[config.mk]
export PLATFORM = sky130hd
export DESIGN_NAME = desi_error_irq
export DESIGN_NICKNAME = d
export VERILOG_FILES = /design/src/desi_pkg.sv /design/src/desi_error_irq.sv /design/src/desi_flag_bank.sv
export VERILOG_INCLUDE_DIRS = /design/src
export SDC_FILE = /design/constraint.sdc
export NUM_CORES = 1
export LEC_CHECK = 0
export BUFFER_PORTS_ARGS = -buffer_cell sky130_fd_sc_hd__buf_2
export CAP_MARGIN = 5
export CORE_MARGIN = 1
export CORE_UTILIZATION = 45
export DETAILED_ROUTE_END_ITERATION = 6
export PLACE_DENSITY = 0.78
export SKIP_CTS_REPAIR_TIMING = 1
export SLEW_MARGIN = 25
export SYNTH_ARGS = -nofsm -noshare
export SYNTH_HDL_FRONTEND = slang
export SYNTH_SLANG_ARGS = --single-unit
[constraint.sdc]
create_clock -name i_ref_clk -period 1.1 [get_ports i_ref_clk]
set_input_delay 0.11 -clock i_ref_clk [delete_from_list [all_inputs] [get_ports i_ref_clk]]
set_output_delay 0.11 -clock i_ref_clk [all_outputs]
set_load 0.03 [all_outputs]
[src/desi_params.svh]
// Function
// - a channel A low-level protocol error report sets bit 3 of the channel A status register.
// - each channel's low-level protocol flag is set by start/end sync, escape entry, low-power sync, false control and lane merge errors.
// - a channel A leader sequence bit error report sets bit 2 of the channel A status register.
// - a locked-to-unlocked change of the synthesizer lock sets bit 0 of channel A status, which resets to 1.
// - an unexpected sync packet on channel B sets bit 7 of the channel B status register.
// - a channel B payload check error sets bit 6 of the channel B status register.
// - a channel B uncorrectable header error sets bit 5 of the channel B status register.
// - a channel B corrected header error sets bit 4 of the channel B status register.
// - any channel B low-level protocol error class sets bit 3 of the channel B status register.
// - a channel B leader sequence bit error sets bit 2 of the channel B status register.
// - every flag holds until the host writes 1 to its bit, and all but lock-loss reset to 0.
// - with the global enable set the interrupt is driven high while any enabled flag is set.
// - with the global enable clear, its reset state, the interrupt pin is not driven.
// - every error has its own enable bit, reset 0, that masks it from the interrupt while clear.
// - channel A sync, payload check, uncorrectable and corrected header flags sit at bits 7 to 4.
`ifndef DESI_PARAMS_SVH
`define DESI_PARAMS_SVH
`define DESI_ADDR_IRQ_CTRL 8'hE0
`define DESI_ADDR_A_ENABLE 8'hE1
`define DESI_ADDR_B_ENABLE 8'hE2
`define DESI_ADDR_A_STATUS 8'hE5
`define DESI_ADDR_B_STATUS 8'hE6
`define DESI_BIT_SYNC 7
`define DESI_BIT_CRC 6
`define DESI_BIT_UNC 5
`define DESI_BIT_COR 4
`define DESI_BIT_LLP 3
`define DESI_BIT_SOT 2
`define DESI_BIT_UNLOCK 0
`define DESI_BIT_GLOBAL_EN 0
`define DESI_RST_A_STATUS 8'h01
`define DESI_RST_B_STATUS 8'h00
`define DESI_RST_ENABLE 8'h00
`define DESI_A_STATUS_MASK 8'hFD
`define DESI_B_STATUS_MASK 8'hFC
`define DESI_LLP_CLASSES 6
`endif

[src/desi_pkg.sv]
package desi_pkg;
    typedef logic [7:0] desi_byte_t;
    // one bit per low-level protocol error class
    typedef logic [5:0] desi_llp_t;
endpackage

[src/desi_error_irq.sv]
`timescale 1ns/1ps
`include "desi_params.svh"
// sticky error status and interrupt pin for the two receive channels
module desi_error_irq (
    input wire logic i_ref_clk,
    input wire logic i_rst,
    // register port: byte address, write strobe, read strobe
    input wire logic [7:0] i_reg_addr,
    input wire logic i_reg_wr,
    input wire logic [7:0] i_reg_wdata,
    input wire logic i_reg_rd,
    output desi_pkg::desi_byte_t o_reg_rdata,
    output logic o_reg_rvalid,
    // channel A error pulses
    input wire logic i_a_sync_err,
    input wire logic i_a_crc_err,
    input wire logic i_a_unc_ecc_err,
    input wire logic i_a_cor_ecc_err,
    input wire desi_pkg::desi_llp_t i_a_llp_err,
    input wire logic i_a_leader_err,
    // channel B error pulses
    input wire logic i_b_sync_err,
    input wire logic i_b_crc_err,
    input wire logic i_b_unc_ecc_err,
    input wire logic i_b_cor_ecc_err,
    input wire desi_pkg::desi_llp_t i_b_llp_err,
    input wire logic i_b_leader_err,
    // synthesizer lock level
    input wire logic i_pll_locked,
    // interrupt pin, driven only while enabled
    output logic o_irq,
    output logic o_irq_oe
);
    import desi_pkg::*;

    desi_byte_t irq_ctrl;
    desi_byte_t a_enable;
    desi_byte_t b_enable;
    desi_byte_t a_status;
    desi_byte_t b_status;
    desi_byte_t a_set;
    desi_byte_t b_set;
    desi_byte_t next_rdata;
    logic lock_prev;
    logic wr_a_status;
    logic wr_b_status;
    logic next_irq;

    // any of the six classes counts as one protocol error
    function automatic logic llp_any(input desi_llp_t cls);
        llp_any = |cls;
    endfunction

    // gather set pulses per status bit
    always_comb begin
        a_set = 8'h00;
        a_set[`DESI_BIT_SYNC] = i_a_sync_err;
        a_set[`DESI_BIT_CRC] = i_a_crc_err;
        a_set[`DESI_BIT_UNC] = i_a_unc_ecc_err;
        a_set[`DESI_BIT_COR] = i_a_cor_ecc_err;
        a_set[`DESI_BIT_LLP] = llp_any(i_a_llp_err);
        a_set[`DESI_BIT_SOT] = i_a_leader_err;
        a_set[`DESI_BIT_UNLOCK] = lock_prev & ~i_pll_locked;
        b_set = 8'h00;
        b_set[`DESI_BIT_SYNC] = i_b_sync_err;
        b_set[`DESI_BIT_CRC] = i_b_crc_err;
        b_set[`DESI_BIT_UNC] = i_b_unc_ecc_err;
        b_set[`DESI_BIT_COR] = i_b_cor_ecc_err;
        b_set[`DESI_BIT_LLP] = llp_any(i_b_llp_err);
        b_set[`DESI_BIT_SOT] = i_b_leader_err;
    end

    // previous lock level; starts locked-low so power-up gives no spurious edge
    always_ff @(posedge i_ref_clk or posedge i_rst) begin
        if (i_rst) begin
            lock_prev <= 1'b0;
        end else begin
            lock_prev <= i_pll_locked;
        end
    end

    assign wr_a_status = i_reg_wr && (i_reg_addr == `DESI_ADDR_A_STATUS);
    assign wr_b_status = i_reg_wr && (i_reg_addr == `DESI_ADDR_B_STATUS);

    desi_flag_bank #(
        .WIDTH(8),
        .RESET_VALUE(`DESI_RST_A_STATUS),
        .IMPL_MASK(`DESI_A_STATUS_MASK)
    ) u_a_flags (
        .i_ref_clk(i_ref_clk),
        .i_rst(i_rst),
        .i_set(a_set),
        .i_clr_we(wr_a_status),
        .i_clr_data(i_reg_wdata),
        .o_flags(a_status)
    );

    desi_flag_bank #(
        .WIDTH(8),
        .RESET_VALUE(`DESI_RST_B_STATUS),
        .IMPL_MASK(`DESI_B_STATUS_MASK)
    ) u_b_flags (
        .i_ref_clk(i_ref_clk),
        .i_rst(i_rst),
        .i_set(b_set),
        .i_clr_we(wr_b_status),
        .i_clr_data(i_reg_wdata),
        .o_flags(b_status)
    );

    // control and enable registers; unused bits stay zero
    always_ff @(posedge i_ref_clk or posedge i_rst) begin
        if (i_rst) begin
            irq_ctrl <= `DESI_RST_ENABLE;
            a_enable <= `DESI_RST_ENABLE;
            b_enable <= `DESI_RST_ENABLE;
        end else if (i_reg_wr) begin
            case (i_reg_addr)
                `DESI_ADDR_IRQ_CTRL: begin
                    irq_ctrl <= i_reg_wdata & 8'h01;
                end
                `DESI_ADDR_A_ENABLE: begin
                    a_enable <= i_reg_wdata & `DESI_A_STATUS_MASK;
                end
                `DESI_ADDR_B_ENABLE: begin
                    b_enable <= i_reg_wdata & `DESI_B_STATUS_MASK;
                end
                default: begin
                end
            endcase
        end
    end

    // read mux; unmapped addresses read zero
    always_comb begin
        case (i_reg_addr)
            `DESI_ADDR_IRQ_CTRL: next_rdata = irq_ctrl;
            `DESI_ADDR_A_ENABLE: next_rdata = a_enable;
            `DESI_ADDR_B_ENABLE: next_rdata = b_enable;
            `DESI_ADDR_A_STATUS: next_rdata = a_status;
            `DESI_ADDR_B_STATUS: next_rdata = b_status;
            default: next_rdata = 8'h00;
        endcase
    end

    // registered read data, one cycle after the strobe
    always_ff @(posedge i_ref_clk or posedge i_rst) begin
        if (i_rst) begin
            o_reg_rdata <= 8'h00;
            o_reg_rvalid <= 1'b0;
        end else begin
            o_reg_rvalid <= i_reg_rd;
            if (i_reg_rd) begin
                o_reg_rdata <= next_rdata;
            end
        end
    end

    // masked flags; registered, so the pin lags a flag by one cycle
    assign next_irq = |(a_status & a_enable) | |(b_status & b_enable);

    always_ff @(posedge i_ref_clk or posedge i_rst) begin
        if (i_rst) begin
            o_irq <= 1'b0;
            o_irq_oe <= 1'b0;
        end else begin
            o_irq_oe <= irq_ctrl[`DESI_BIT_GLOBAL_EN];
            o_irq <= irq_ctrl[`DESI_BIT_GLOBAL_EN] & next_irq;
        end
    end
endmodule

[src/desi_flag_bank.sv]
`timescale 1ns/1ps
`include "desi_params.svh"
// bank of write-one-to-clear sticky flags
module desi_flag_bank #(
    parameter int WIDTH = 8,
    parameter logic [7:0] RESET_VALUE = 8'h00,
    parameter logic [7:0] IMPL_MASK = 8'hFF
) (
    input wire logic i_ref_clk,
    input wire logic i_rst,
    input wire logic [WIDTH-1:0] i_set,
    input wire logic i_clr_we,
    input wire logic [WIDTH-1:0] i_clr_data,
    output logic [WIDTH-1:0] o_flags
);
    initial begin
        if (WIDTH != 8) $error("desi_flag_bank: width must be 8");
    end

    // set beats clear so a coincident event is never lost
    always_ff @(posedge i_ref_clk or posedge i_rst) begin
        if (i_rst) begin
            o_flags <= RESET_VALUE;
        end else begin
            o_flags <= ((o_flags & ~({WIDTH{i_clr_we}} & i_clr_data)) | i_set)
                & IMPL_MASK;
        end
    end
endmodule

==> impl_metrics.ini <==
[status]
status = finished with violations
violations = setup timing

[layout]
multi_input_area_um2 = 975.9
post-route-util = 0.6846
final-seq-area_um2 = 957.2
instances_no_fill = 315
finalInstanceArea_um2 = 2778
antenna_cells = 0
n_fill_cell = 305
fin_nets = 307
layout-drive-gt1-share = 0.5208
area_growth_syn_to_layout_pct = 43.13

[cts]
cts.sinks = 38
cts.htree.levels = 2
cts_buffers = 5
cts_tree = built
cts_max_path_buffers = 2
cts_root_buffer = clkbuf_8
clk_latency_ns = 0.30
clk_pin_slew_ns = 0.08

[die]
rows = 23
die_w_um = 67.67
io_pins = 54
die-area_um2 = 4579
initial_core_util = 0.4783
die_height_um = 67.67
core_um2 = 4058

[global_routing]
grt_pass1_wl_mm = 8.217
met2_usage = 0.4022
antenna_found_initial = 0
overflow = 0
met3_usage = 0.05405
top_usage_layer = met2
grtUsageTotal = 0.2504
grt_util_met1 = 0.3245
grt_pass1_vias = 1690
grt_max_degree = 39

[synthesis]
yosysWarnings = 0
synthDistinctLibCells = 35
synth_ff_type = dfrtp_1
synth.avg_cell_area_um2 = 11.42
synthesis.nets = 213
synthCells = 170
syn_area_um2 = 1941
synth_edf_count = 0
synth.yosys.seq_area_share = 0.4907
ys_seq_elements = 38
synth.area.top_cells = dfrtp_1, mux2_2, a31oi_1
synth-async-reset-ratio = 1.000
synth_top_area_cell = dfrtp_1
yosys-top-cells-count = dfrtp_1, inv_1, mux2_2
yosysTopAreaCellShare = 0.4771
synth.most_common_cell = dfrtp_1

[power_and_ir_drop]
vdd_drop_max_mv = 0.6982
finalPower_mw = 3.097
power_density_nw_per_um2 = 1115
p_leak_nw = 1.391

[detailed_routing]
routedWlPerCell_um = 16.68
firstDrtPassIters = 4
viasPerCell = 5.590
routed_wl_mm = 5.253
drt_iter0_markers = 151
drcViolationCount = 0
final_antenna_net_count = 0
num_vias = 1761

[placed_design]
gp_congestion = 0.8854
numPortBuffers = 51
dpl_cell_area_um2 = 2541
dp_cells = 298
dpl.hpwl_mm = 3.705
place_ws_ns = -0.3001

[timing]
rsz0062_at_grt = true
fin_crit_ns = 1.207
finalSetupViolCount = 7
slew_viol_final = 0
min_period_over_period = 1.097
holdWs_ns = 0.02839
setup_slack_ns = -0.1072
clock_skew_ns = 0.01024
hold_viol = 0
tns_ns = -0.4379
fmax_mhz = 828.3

[worst_setup_path]
endpoint_kind = flop
crit_type = reg -> reg
reg2reg_slack_ns = -0.11
worstPathMaxFanout = 3
worstPathArrival_ns = 1.39
worst_setup_path_start_kind = flop
critPathRequiredTime_ns = 1.28

[worst_hold_path]
hold_class = in -> reg

[run]
maxCapViolCount = 0
[kinds of logic (layout without fill, tap and decap cells)]
kind of cell | count (synthesis) | after routing | share of synthesized area
and+or+nand+nor | 52 | 52 | 0.1896
AOI/OAI and AO/OA | 41 | 41 | 0.1754
DFF | 38 | 38 | 0.4907
buffers and inverters | 21 | 116 | 0.04513
muxes | 17 | 17 | 0.09736
other | 1 | 1 | 0.001932
[cell type report]
cell class / instances / area share
Tap cell: 50 / 0.02252
Inverter: 15 / 0.02027
Timing Repair Buffer: 93 / 0.2221
Clock buffer: 5 / 0.02477
Multi-Input combinational cell: 111 / 0.3514
Sequential cell: 38 / 0.3446
Clock inverter: 3 / 0.01441
[critical path, cell delays in order, from the launching register on]
cell and delay, ns:
dfrtp_1 0.43, and3b_1 0.21, a2111o_1 0.34, o221a_2 0.13
[placed cells by master (no fill, tap or decap), types with 7 or more instances in the layout]
master	count
buf_4	35
inv_1	15
a22o_1	8
nand2b_1	7
mux2_4	8
buf_2	50
nor2_1	12
a31oi_1	12
dfrtp_1	33
mux2_2	7
[report_power, final]
part / switching [mW] / internal, mW / total [mW]
Clock: 0.517 / 0.667 / 1.18
Combinational: 0.224 / 0.236 / 0.460
Sequential: 0.0239 / 1.43 / 1.45
Total: 0.764 / 2.33 / 3.10
[sequential cells by signal, indices dropped and copies added (netlist names)]
register / count
o_irq: 1
irq_ctrl: 1
lock_prev: 1
u_a_flags.o_flags: 7
a_enable: 7
u_b_flags.o_flags: 6
o_reg_rvalid: 1
o_reg_rdata: 7
b_enable: 6
o_irq_oe: 1
[path summary, 6_finish.rpt]
path	startpoint	endpoint	cells after the start
hold reg to reg	irq_ctrl[0]	o_irq_oe	0
setup reg to reg	a_enable[3]	o_reg_rdata[3]	3
setup / recovery	a_enable[3]	o_reg_rdata[3]	3
min in group asynchronous	i_rst	u_b_flags.o_flags[6]	4
max in group asynchronous	i_rst	u_a_flags.o_flags[0]	4
hold / removal	i_reg_wdata[7]	u_a_flags.o_flags[7]	2
[layer usage]
layer / vias up / routed length (um)
met4: 0 / 93
li1: 822 / -
met5: - / 0
met2: 54 / 2656
met1: 875 / 2236
met3: 10 / 267
(Power assumes the default switching activity.)
